## src/rtl/vis_regs.svh

```systemverilog
// Constants for the vectored interrupt priority block
`ifndef VIS_REGS_SVH
`define VIS_REGS_SVH

`define VIS_NUM_SRC 31
`define VIS_NUM_VEC 10
`define VIS_VEC_AW 17
`define VIS_VEC_BASE 17'h00003
`define VIS_VEC_STEP 17'h00008

// Source bits owned by each vector
`define VIS_VEC0_MASK 31'h00000001
`define VIS_VEC1_MASK 31'h00000002
`define VIS_VEC2_MASK 31'h0000003C
`define VIS_VEC3_MASK 31'h000003C0
`define VIS_VEC4_MASK 31'h00000C00
`define VIS_VEC5_MASK 31'h00007000
`define VIS_VEC6_MASK 31'h000F8000
`define VIS_VEC7_MASK 31'h00700000
`define VIS_VEC8_MASK 31'h0F800000
`define VIS_VEC9_MASK 31'h70000000

// Vectors that may take the top level
`define VIS_TOP_CAPABLE 10'h003

// Reset values
`define VIS_FLAGS_RST 31'h00000000
`define VIS_INSVC_RST 3'h0

`endif

```

## src/rtl/vis_pkg.sv

```systemverilog
// Types shared by the vectored interrupt priority block
package vis_pkg;

  // Ordered so that a larger value is a higher level
  typedef enum logic [1:0] {
    VIS_LVL_NONE,
    VIS_LVL_LOW,
    VIS_LVL_HIGH,
    VIS_LVL_TOP
  } vis_level_e;

endpackage

```

## src/rtl/vis_arbiter.sv

```systemverilog
// Level then lowest-vector arbiter
`timescale 1ns/100ps
module vis_arbiter #(
  parameter int NUM_VEC = 10
) (
  input wire logic [NUM_VEC-1:0] elig_top,
  input wire logic [NUM_VEC-1:0] elig_high,
  input wire logic [NUM_VEC-1:0] elig_low,
  output logic gnt_valid,
  output logic [3:0] gnt_index,
  output vis_pkg::vis_level_e gnt_level
);

  if (NUM_VEC < 1 || NUM_VEC > 16)
  begin : g_chk
    $error("vis_arbiter: NUM_VEC must be 1 to 16");
  end

  wire any_top = |elig_top;
  wire any_high = |elig_high;
  wire any_low = |elig_low;

  // Highest level class wins
  wire [NUM_VEC-1:0] cls = any_top ? elig_top : (any_high ? elig_high : elig_low);

  wire [NUM_VEC:0] seen;
  wire [NUM_VEC-1:0] first;
  assign seen[0] = 1'b0;

  // Lowest index within the class wins
  for (genvar i = 0; i < NUM_VEC; i++)
  begin : g_first
    assign first[i] = cls[i] & ~seen[i];
    assign seen[i+1] = seen[i] | cls[i];
  end

  always_comb
  begin
    gnt_index = 4'h0;
    for (int k = 0; k < NUM_VEC; k++)
    begin
      if (first[k])
      begin
        gnt_index = 4'(k);
      end
    end
  end

  assign gnt_valid = any_top | any_high | any_low;
  assign gnt_level = any_top ? vis_pkg::VIS_LVL_TOP :
                     any_high ? vis_pkg::VIS_LVL_HIGH :
                     any_low ? vis_pkg::VIS_LVL_LOW : vis_pkg::VIS_LVL_NONE;

endmodule

```

## src/rtl/vis_vectored_irq.sv

```systemverilog
// Vectored interrupt priority controller top
`timescale 1ns/100ps
`include "vis_regs.svh"

module vis_vectored_irq #(
  parameter int NUM_SRC = `VIS_NUM_SRC,
  parameter int NUM_VEC = `VIS_NUM_VEC
) (
  input wire logic ref_clk,
  input wire logic rstn,
  input wire logic [NUM_SRC-1:0] src_event,
  input wire logic [NUM_SRC-1:0] src_enable,
  input wire logic [NUM_SRC-1:0] flag_clear,
  input wire logic [NUM_VEC-1:0] level_sel,
  input wire logic irq_ack,
  input wire logic irq_return,
  output logic irq_req,
  output logic [`VIS_VEC_AW-1:0] irq_vector,
  output vis_pkg::vis_level_e irq_level,
  output logic [NUM_SRC-1:0] src_flags,
  output logic [NUM_SRC-1:0] source_flag_list,
  output logic [2:0] in_service
);

  if (NUM_SRC != `VIS_NUM_SRC || NUM_VEC != `VIS_NUM_VEC)
  begin : g_chk
    $error("vis_vectored_irq: source and vector counts are fixed by the map");
  end

  localparam logic [NUM_SRC-1:0] VEC_MASK [NUM_VEC] = '{
    `VIS_VEC0_MASK, `VIS_VEC1_MASK, `VIS_VEC2_MASK, `VIS_VEC3_MASK, `VIS_VEC4_MASK,
    `VIS_VEC5_MASK, `VIS_VEC6_MASK, `VIS_VEC7_MASK, `VIS_VEC8_MASK, `VIS_VEC9_MASK
  };
  localparam logic [NUM_VEC-1:0] TOP_CAPABLE = `VIS_TOP_CAPABLE;

  ////////////////////////////////////////////////////////////////////////////
  // Reset release

  logic rst_meta_r;
  logic rst_n_r;

  always_ff @(posedge ref_clk or negedge rstn)
  begin
    if (!rstn)
    begin
      rst_meta_r <= 1'b0;
      rst_n_r <= 1'b0;
    end
    else
    begin
      rst_meta_r <= 1'b1;
      rst_n_r <= rst_meta_r;
    end
  end

  ////////////////////////////////////////////////////////////////////////////
  // Source flags

  logic [NUM_SRC-1:0] flags_r;
  logic [NUM_SRC-1:0] list_r;
  logic [2:0] insvc_r;
  logic req_r;
  logic [3:0] index_r;
  vis_pkg::vis_level_e level_r;

  wire [NUM_SRC-1:0] flags_nxt = (flags_r & ~flag_clear) | src_event;
  wire [NUM_SRC-1:0] live = flags_r & src_enable;

  ////////////////////////////////////////////////////////////////////////////
  // Vector requests and eligibility

  vis_pkg::vis_level_e cur_level;
  assign cur_level = insvc_r[2] ? vis_pkg::VIS_LVL_TOP :
                     insvc_r[1] ? vis_pkg::VIS_LVL_HIGH :
                     insvc_r[0] ? vis_pkg::VIS_LVL_LOW : vis_pkg::VIS_LVL_NONE;

  wire [NUM_VEC-1:0] vec_pend;
  wire [NUM_VEC-1:0] elig_top;
  wire [NUM_VEC-1:0] elig_high;
  wire [NUM_VEC-1:0] elig_low;
  wire may_top = cur_level < vis_pkg::VIS_LVL_TOP;
  wire may_high = cur_level < vis_pkg::VIS_LVL_HIGH;
  wire may_low = cur_level < vis_pkg::VIS_LVL_LOW;

  for (genvar v = 0; v < NUM_VEC; v++)
  begin : g_vec
    assign vec_pend[v] = |(live & VEC_MASK[v]);
    assign elig_top[v] = vec_pend[v] & level_sel[v] & TOP_CAPABLE[v] & may_top;
    assign elig_high[v] = vec_pend[v] & level_sel[v] & ~TOP_CAPABLE[v] & may_high;
    assign elig_low[v] = vec_pend[v] & ~level_sel[v] & may_low;
  end

  wire gnt_valid;
  wire [3:0] gnt_index;
  vis_pkg::vis_level_e gnt_level;

  vis_arbiter #(
    .NUM_VEC(NUM_VEC)
  ) u_arb (
    .elig_top(elig_top),
    .elig_high(elig_high),
    .elig_low(elig_low),
    .gnt_valid(gnt_valid),
    .gnt_index(gnt_index),
    .gnt_level(gnt_level)
  );

  ////////////////////////////////////////////////////////////////////////////
  // In-service stack and branch capture

  wire [2:0] lvl_bit = (level_r == vis_pkg::VIS_LVL_TOP) ? 3'h4 :
                       (level_r == vis_pkg::VIS_LVL_HIGH) ? 3'h2 : 3'h1;
  wire [2:0] top_bit = insvc_r[2] ? 3'h4 : (insvc_r[1] ? 3'h2 : (insvc_r[0] ? 3'h1 : 3'h0));
  wire take = irq_ack & req_r;
  wire [2:0] insvc_nxt = (insvc_r & ~(irq_return ? top_bit : 3'h0)) |
                         (take ? lvl_bit : 3'h0);

  always_ff @(posedge ref_clk or negedge rst_n_r)
  begin
    if (!rst_n_r)
    begin
      flags_r <= `VIS_FLAGS_RST;
      list_r <= `VIS_FLAGS_RST;
      insvc_r <= `VIS_INSVC_RST;
      req_r <= 1'b0;
      index_r <= 4'h0;
      level_r <= vis_pkg::VIS_LVL_NONE;
    end
    else
    begin
      flags_r <= flags_nxt;
      insvc_r <= insvc_nxt;
      list_r <= take ? (live & VEC_MASK[index_r]) : list_r;
      req_r <= gnt_valid & ~irq_ack & ~irq_return;
      index_r <= gnt_index;
      level_r <= gnt_level;
    end
  end

  assign irq_req = req_r;
  assign irq_vector = `VIS_VEC_BASE + `VIS_VEC_AW'(index_r) * `VIS_VEC_STEP;
  assign irq_level = level_r;
  assign src_flags = flags_r;
  assign source_flag_list = list_r;
  assign in_service = insvc_r;

  wire [NUM_VEC-1:0] same_cls = (level_r == vis_pkg::VIS_LVL_TOP) ? elig_top :
                                (level_r == vis_pkg::VIS_LVL_HIGH) ? elig_high : elig_low;
  wire [NUM_VEC-1:0] below_idx = NUM_VEC'((11'h001 << index_r) - 11'h001);
endmodule

```

## config.mk

```make
export PLATFORM = sky130hd
export DESIGN_NAME = vis_vectored_irq
export DESIGN_NICKNAME = d
export VERILOG_FILES = /design/src/rtl/vis_pkg.sv /design/src/rtl/vis_arbiter.sv /design/src/rtl/vis_vectored_irq.sv
export VERILOG_INCLUDE_DIRS = /design/src /design/src/rtl
export SDC_FILE = /design/constraint.sdc
export NUM_CORES = 1
export LEC_CHECK = 0
export ABC_AREA = 1
export BUFFER_PORTS_ARGS = -buffer_cell sky130_fd_sc_hd__buf_2
export CORE_MARGIN = 5
export CORE_UTILIZATION = 33
export CTS_BUF_LIST = sky130_fd_sc_hd__clkbuf_8
export CTS_CLUSTER_DIAMETER = 80
export CTS_CLUSTER_SIZE = 40
export DETAILED_ROUTE_END_ITERATION = 10
export GPL_TIMING_DRIVEN = 0
export HOLD_SLACK_MARGIN = 0.05
export PLACE_DENSITY_LB_ADDON = 0.05
export SYNTH_ARGS = -nofsm -noshare
export SYNTH_HDL_FRONTEND = slang
export SYNTH_SLANG_ARGS = --single-unit
```

## constraint.sdc

```tcl
create_clock -name ref_clk -period 2.5 [get_ports ref_clk]
set_clock_uncertainty 0.1 [all_clocks]
set_input_delay 0.25 -clock ref_clk [delete_from_list [all_inputs] [get_ports ref_clk]]
set_output_delay 0.25 -clock ref_clk [all_outputs]
set_load 0.05 [all_outputs]
```

# Yosys cells after proc, flatten, opt, wreduce, memory -nomap -nowiden
# Memory sizes are Yosys's and may differ from the RTL's.
# Index checks and enable logic that the tools add are counted.
# classes
magnitude_cmp	4
n_mux	26
addsub	1
reduce_logical	11
bitwise_logic	92
eq_ne	2
# op_table
op	n
$and A31 B31 Y31	3
$mux W31	2
$and A1 B1 Y1	52
$mux W4	8
$not A31 Y31	1
$or A31 B31 Y31	1
$not A1 Y1	21
$mux W10	2
$mux W3	5
$mux W2	5
$or A1 B1 Y1	10
$reduce_or A10 Y1	1
$reduce_or A5 Y1	2
$reduce_or A3 Y1	3
$add A2 B7 Y8 const A	1
$reduce_or A4 Y1	2
$reduce_or A8 Y1	1
$ge A5 B5 Y1 const B	1
$not A4 Y5	1
$eq A2 B2 Y1 const B	2
$lt A2 B2 Y1 const B	2
$mux W1	4
$reduce_or A2 Y1	2
$and A3 B3 Y3	1
3 further kinds	3
# totals
ff_bits	74
input_bits	107
n_memories	1
out_inout_bits	85
romBits	496
# mem_list
name	words	word_bits	read_ports	rd_clocked_by_memory_dff	wr	line_no	text
(no name shown)	16	31	1	0	0	vis_vectored_irq.sv:133	list_r <= take ? (live & VEC_MASK[index_r]) : list_r;

# Longest topological paths before layout
# logic_depth
depth_word	19
depth_mapped	13
ltp_nobuf	13

# Cells and area by module
# A second synthesis with hierarchy kept.
# unflattened
cells_unflattened	498
area_unflattened_um2	3883.7
# by_module_without_submodules
module	seq_area_each_um2	area_each_um2	cells_each	instances
vis_vectored_irq	1851.8	3360.7	406	1
vis_arbiter	0.0	523.0	92	1

# Worst setup path after synthesis
# Ideal clock, no wire load.
# synth_path
kind	flip-flop to flip-flop
startpoint	register insvc_r[2] (netlist: in_service[2])
endpoint	register index_r[0]
stages_incl_launch_ff	13
setup_ns	0.127
arrival_time_ns	1.840
path_slack_ns	0.434
required_ns	2.273
path_buffers	0
synth_period_minus_slack_ns	2.066
cell_sequence	dfrtp_1 > nor2_4 > nand2_1 > o21bai_4 > nand2_4 > nor2_4 > nand2_4 > o21ai_1 > nand2_1 > nand3_2 > nor2_1 > nor2_1 > nand3_1
# synth_via
elab_chain_cells	17
word_cells_on_any_way	63
# synth_rtl
item	line_no	text
start: declaration	vis_vectored_irq.sv:61	logic [2:0] insvc_r;
start signal: assignment	vis_vectored_irq.sv:124	insvc_r <= `VIS_INSVC_RST;
start signal: assignment	vis_vectored_irq.sv:132	insvc_r <= insvc_nxt;
$mux W2 (*)	vis_vectored_irq.sv:73	assign cur_level = insvc_r[2] ? vis_pkg::VIS_LVL_TOP :
$lt A2 B2 Y1	vis_vectored_irq.sv:82	wire may_high = cur_level < vis_pkg::VIS_LVL_HIGH;
$and A1 B1 Y1	vis_vectored_irq.sv:89	assign elig_high[v] = vec_pend[v] & level_sel[v] & ~TOP_CAPABLE[v] & may_high;
$reduce_or A8 Y1	vis_arbiter.sv:20	wire any_high = |elig_high;
$mux W10	vis_arbiter.sv:24	wire [NUM_VEC-1:0] cls = any_top ? elig_top : (any_high ? elig_high : elig_low);
$mux W10 (*)	vis_arbiter.sv:24	
$not A1 Y1 or $or A1 B1 Y1 (tied branches)	vis_arbiter.sv:33, vis_arbiter.sv:34	
$and A1 B1 Y1 (tied with other cells)	vis_arbiter.sv:33	assign first[i] = cls[i] & ~seen[i];
$mux W1 (tied with other cells)	vis_arbiter.sv:42	if (first[k])
$mux W4 (tied with other cells) (6 in series)	vis_arbiter.sv:42	
$mux W4 or $and A1 B1 Y1 (tied branches)	vis_arbiter.sv:42, vis_arbiter.sv:33	
$mux W4 (*)	vis_arbiter.sv:42	
named net gnt_index[0]	vis_vectored_irq.sv:94	wire [3:0] gnt_index;
end signal: assignment	vis_vectored_irq.sv:135	index_r <= gnt_index;
end: declaration	vis_vectored_irq.sv:63	logic [3:0] index_r;
# The timed path passes the listed nets; every way through them passes the cells marked *.
# A chain may end at the register's enable or synchronous reset.

# Worst setup path after layout
# layout_path
startpoint	register insvc_r[2] (netlist: in_service[2])
endpoint	register req_r (netlist: irq_req)
# layout_via
elab_chain_cells	8
word_cells_on_any_way	31
# layout_rtl
item	line_no	text
$mux W2 (*)	vis_vectored_irq.sv:73	
$lt A2 B2 Y1, on equally long branches	vis_vectored_irq.sv:82, vis_vectored_irq.sv:81	
$and A1 B1 Y1, on equally long branches	vis_vectored_irq.sv:89, vis_vectored_irq.sv:88	
$reduce_or A8 Y1 or $reduce_or A2 Y1 (tied branches)	vis_arbiter.sv:20, vis_arbiter.sv:19	
$or A1 B1 Y1	vis_arbiter.sv:49	assign gnt_valid = any_top | any_high | any_low;
$or A1 B1 Y1 (*)	vis_arbiter.sv:49	
$and A1 B1 Y1 (*) (2 in series)	vis_vectored_irq.sv:134	req_r <= gnt_valid & ~irq_ack & ~irq_return;
end signal: assignment	vis_vectored_irq.sv:134	
end: declaration	vis_vectored_irq.sv:62	logic req_r;
# Every way passes the cells marked *; elsewhere a longest branch is shown, timed or not.

==> impl_table.tex <==
\begin{tabular}{lr}
\hline
Metric & Value \\
\hline
\multicolumn{2}{l}{\textbf{Power and ir drop}} \\
Areal power density over the cells & $\sim$610 nW/um2 \\
Leak & slightly above 3 nW \\
Peak ir drop on the vdd network & a little over 0.3 mV \\
\multicolumn{2}{l}{\textbf{Synthesis}} \\
Primary FF master, synth & sky130\_fd\_sc\_hd\_\_dfrtp\_1 \\
Share of Yosys cell area claimed by the top area cell type & 0.5153 \\
Cell types with the highest counts after synthesis & 91 x sky130\_fd\_sc\_hd\_\_nand2\_1, 74 x sky130\_fd\_sc\_hd\_\_dfrtp\_1, 53 x sky130\_fd\_sc\_hd\_\_inv\_1, 31 x sky130\_fd\_sc\_hd\_\_o21bai\_1 \\
Synth Cell Area & between 3000 and 4000 um2 \\
Number of flip-flops and latches in the synthesized netlist & 74 \\
Leading cell types by total area after synthesis & sky130\_fd\_sc\_hd\_\_dfrtp\_1 52\%, sky130\_fd\_sc\_hd\_\_nand2\_1 9.5\%, sky130\_fd\_sc\_hd\_\_o21bai\_1 6.5\% \\
Warnings, synthesis & 0 \\
Dominant cell by count in the synthesized netlist & sky130\_fd\_sc\_hd\_\_nand2\_1 \\
Gate count after technology mapping & roughly 400 \\
Distinct cell type count after synthesis & 33 \\
Mean area per synthesized cell & between 9 and 10 um2 \\
Number of enable flip-flop cells after synthesis & 0 \\
Proportion of synthesized chip area in sequential cells & 0.5153 \\
Fraction of registers with async set or reset after synthesis & 1.000 \\
Cell type with the largest total area after synthesis & sky130\_fd\_sc\_hd\_\_dfrtp\_1 \\
\multicolumn{2}{l}{\textbf{Setup path}} \\
Setup Crit Path Kind & register to register \\
Critical Path End Type & register \\
Worst-path maximum fanout & 6 \\
Highest cell delay on the worst timing path & about 0.54 ns \\
Critical path, cell by cell & nor2\_4, buf\_4, nand2\_1, o21bai\_4, nand2\_4, nor2\_4, nand2\_4, nor2\_2, inv\_2, nor2\_1, nor3\_1, dlygate4sd3\_1 \\
Kind of start point of the critical path & register \\
Crit path DAT & $\sim$2.5 ns \\
Highest-delay cell along the critical path & sky130\_fd\_sc\_hd\_\_dlygate4sd3\_1 \\
Required time at the endpoint of the critical path & between 2 and 3 ns \\
\multicolumn{2}{l}{\textbf{Flow run}} \\
Reported max-cap violation count & 0 \\
\multicolumn{2}{l}{\textbf{GRT}} \\
Initial antenna violation count & 0 \\
Number of global-route vias before repair & approximately 3,700 \\
All-layer global routing usage & 0.1681 \\
Global-route congestion overflow total & 0 \\
Largest net degree at the start of global routing & 46 \\
First-pass GRT wire length & 17,420 um \\
\multicolumn{2}{l}{\textbf{Finish}} \\
Multi-input gate area & around 1500 um2 \\
Count of inserted antenna diode cells & 0 \\
Filler instances & 1,044 \\
Area Growth Syn to Fin & 55.81\% \\
Share of final-layout standard cells stronger than drive strength 1 & 0.3636 \\
\# nets final & between 700 and 800 \\
Sequential cell area & 1856 um2 \\
\multicolumn{2}{l}{\textbf{Clock network}} \\
Worst-path clk slew & roughly 0.09 ns \\
Clock tree root driver cell & sky130\_fd\_sc\_hd\_\_clkbuf\_8 \\
Clock Tree Buf Depth & 2 \\
Clock latency of the later-clocked register in the worst-skew pair & 0.34 ns \\
Cts bufs inserted & 9 \\
Clk sinks & 74 \\
H-tree depth & 3 \\
CTS tree & built \\
\multicolumn{2}{l}{\textbf{Die}} \\
Io pins & between 150 and 200 \\
Initial core utilization & 0.3344 \\
Floorplan Core Area & approximately 11,000 um2 \\
Die Footprint & 13,080 um2 \\
Vert. Die Dim & 114.4 um \\
Chip Width & approximately 110 um \\
Number of placement rows & 38 \\
\multicolumn{2}{l}{\textbf{Timing}} \\
Time the final worst path needs with I/O delays and setup & around 2.4 ns \\
Post-Route Setup TNS & 0 ns \\
Worst Slack Setup Final & 0.1424 ns \\
Final hold violation count & 0 \\
Pins over their slew limit & 0 \\
RSZ-0062 raised after global routing & false \\
Crit share post-route & 0.9430 \\
Setup-violating endpoint count in the final report & 0 \\
Worst hold-check slack & 0.07112 ns \\
Achievable frequency & 424.2 MHz \\
\multicolumn{2}{l}{\textbf{Place}} \\
Final RePlAce weighted congestion & 0.7979 \\
Buffers on Ports & $\sim$180 \\
Sum of net half-perimeters after detailed placement & 8368 um \\
Dpl ws & $\sim$0.43 ns \\
\multicolumn{2}{l}{\textbf{Drt}} \\
Number of remaining DRC errors & 0 \\
Via count & $\sim$3,600 \\
Total Routed Length & between 10,000 and 15,000 um \\
Vias per std cell & about 4.4 \\
Count of antenna-violating nets left after detailed routing & 0 \\
Number of DRC markers after the initial detailed-route iteration & 92 \\
WL/cell & $\sim$14 um \\
Iteration count of the initial detailed-routing pass & 4 \\
\multicolumn{2}{l}{\textbf{Worst hold path}} \\
Hold WC Path Type & input port to register \\
\multicolumn{2}{l}{\textbf{Run status}} \\
Status & finished, final reports clean \\
\hline
\end{tabular}
kinds of logic (layout without fill, tap and decap cells):
group                  count (synthesis)  count (layout)  synth area share
buffers and inverters                 75             337           0.09331
AO/OA/AOI/OAI                         81              81            0.1647
other                                  2              14          0.002090
AND/OR/NAND/NOR                      165             165            0.2246
flip-flops                            74              74            0.5153
worst max-delay path: cells and delay by family, from the launching register on:
family	cells	cell delay, ns
simple gates	8	0.76
buf+inv	3	0.77
flops	1	0.50
compound gates	1	0.13
final cells by class:
type | instances | share of cell area
inverter | 57 | 0.03911
multi-input combinational | 260 | 0.2592
tap | 140 | 0.03128
clock inverter | 7 | 0.01274
sequential | 74 | 0.3314
timing repair buffer | 246 | 0.2834
buffer | 18 | 0.02078
clock buffer | 9 | 0.02212
report_power, final:
part | switching (W) | internal, W | total [W]
clock | 0.000472 | 0.000459 | 0.000931
sequential | 0.0000793 | 0.00129 | 0.00137
combinational | 0.000745 | 0.000357 | 0.00110
sequential cells by signal (all words and copies together), names as in the netlist:
name,count
in_service,3
rst_n_r,1
index_r,4
source_flag_list,31
rst_meta_r,1
irq_level,2
src_flags,31
irq_req,1
stage by stage:
stage | instance area [um2] | instances | total power [W] | utilization
after global placement | 4705 | 727 | 0.002382 | 0.4378
after floorplan | 3638 | 409 | 0.002099 | -
final | 5599 | 811 | 0.003399 | 0.5211
after global routing | 5599 | 811 | 0.003591 | 0.5211
after detailed placement | 4736 | 728 | 0.002403 | 0.4407
after CTS | 5592 | 810 | 0.003439 | 0.5204
timing repair:
action,4_1_cts,5_1_grt
setup endpoints to repair,0,1
hold endpoints to repair,35,0
gates resized for setup,0,0
hold buffers,66,0
buffers inserted,0,1
final timing paths:
kind                                startpoint              endpoint  slack, ns  depth (start not counted)
max in group asynchronous              rst_n_r            index_r[1]       1.59                          1
worst max register to register   in_service[2]               irq_req       0.14                         12
worst max-delay path             in_service[2]               irq_req       0.14                         12
worst min-delay path            src_enable[15]  source_flag_list[15]       0.07                          3
min in group asynchronous                 rstn               rst_n_r       0.11                          2
worst min register to register         rst_n_r         src_flags[29]       0.16                          0
cells in the final DEF, fill, tap and decap left out, types with 2 or more instances in the layout:
cell	instances
sky130_fd_sc_hd__a32o_1	2
sky130_fd_sc_hd__buf_2	178
sky130_fd_sc_hd__buf_4	14
sky130_fd_sc_hd__clkbuf_1	4
sky130_fd_sc_hd__clkbuf_8	9
sky130_fd_sc_hd__clkinv_4	2
sky130_fd_sc_hd__clkinvlp_4	2
sky130_fd_sc_hd__conb_1	14
sky130_fd_sc_hd__dfrtp_1	73
sky130_fd_sc_hd__dlygate4sd3_1	66
sky130_fd_sc_hd__inv_1	54
sky130_fd_sc_hd__inv_2	2
sky130_fd_sc_hd__inv_4	2
sky130_fd_sc_hd__nand2_1	91
sky130_fd_sc_hd__nand2_2	6
sky130_fd_sc_hd__nand2_4	2
sky130_fd_sc_hd__nand3_1	18
sky130_fd_sc_hd__nand3_2	2
sky130_fd_sc_hd__nand4_1	6
sky130_fd_sc_hd__nor2_1	18
sky130_fd_sc_hd__nor2_2	4
sky130_fd_sc_hd__nor2_4	8
sky130_fd_sc_hd__nor3_1	3
sky130_fd_sc_hd__nor3_2	4
sky130_fd_sc_hd__o21ai_0	16
sky130_fd_sc_hd__o21ai_1	4
sky130_fd_sc_hd__o21ai_2	3
sky130_fd_sc_hd__o21bai_1	31
sky130_fd_sc_hd__o31ai_1	13
sky130_fd_sc_hd__o41ai_1	7
sky130_fd_sc_hd__or2_1	2
metal layers:
| layer | routed length [um] | GRT usage | up-vias |
|---|---|---|---|
| li1 | - | - | 1808 |
| met1 | 4775 | 0.2130 | 1658 |
| met2 | 5233 | 0.2857 | 126 |
| met3 | 817 | 0.04651 | 8 |
| met4 | 126 | 0.03959 | 0 |
| met5 | 0 | 0 | - |
Note: power is estimated with default switching activity, not from simulation.
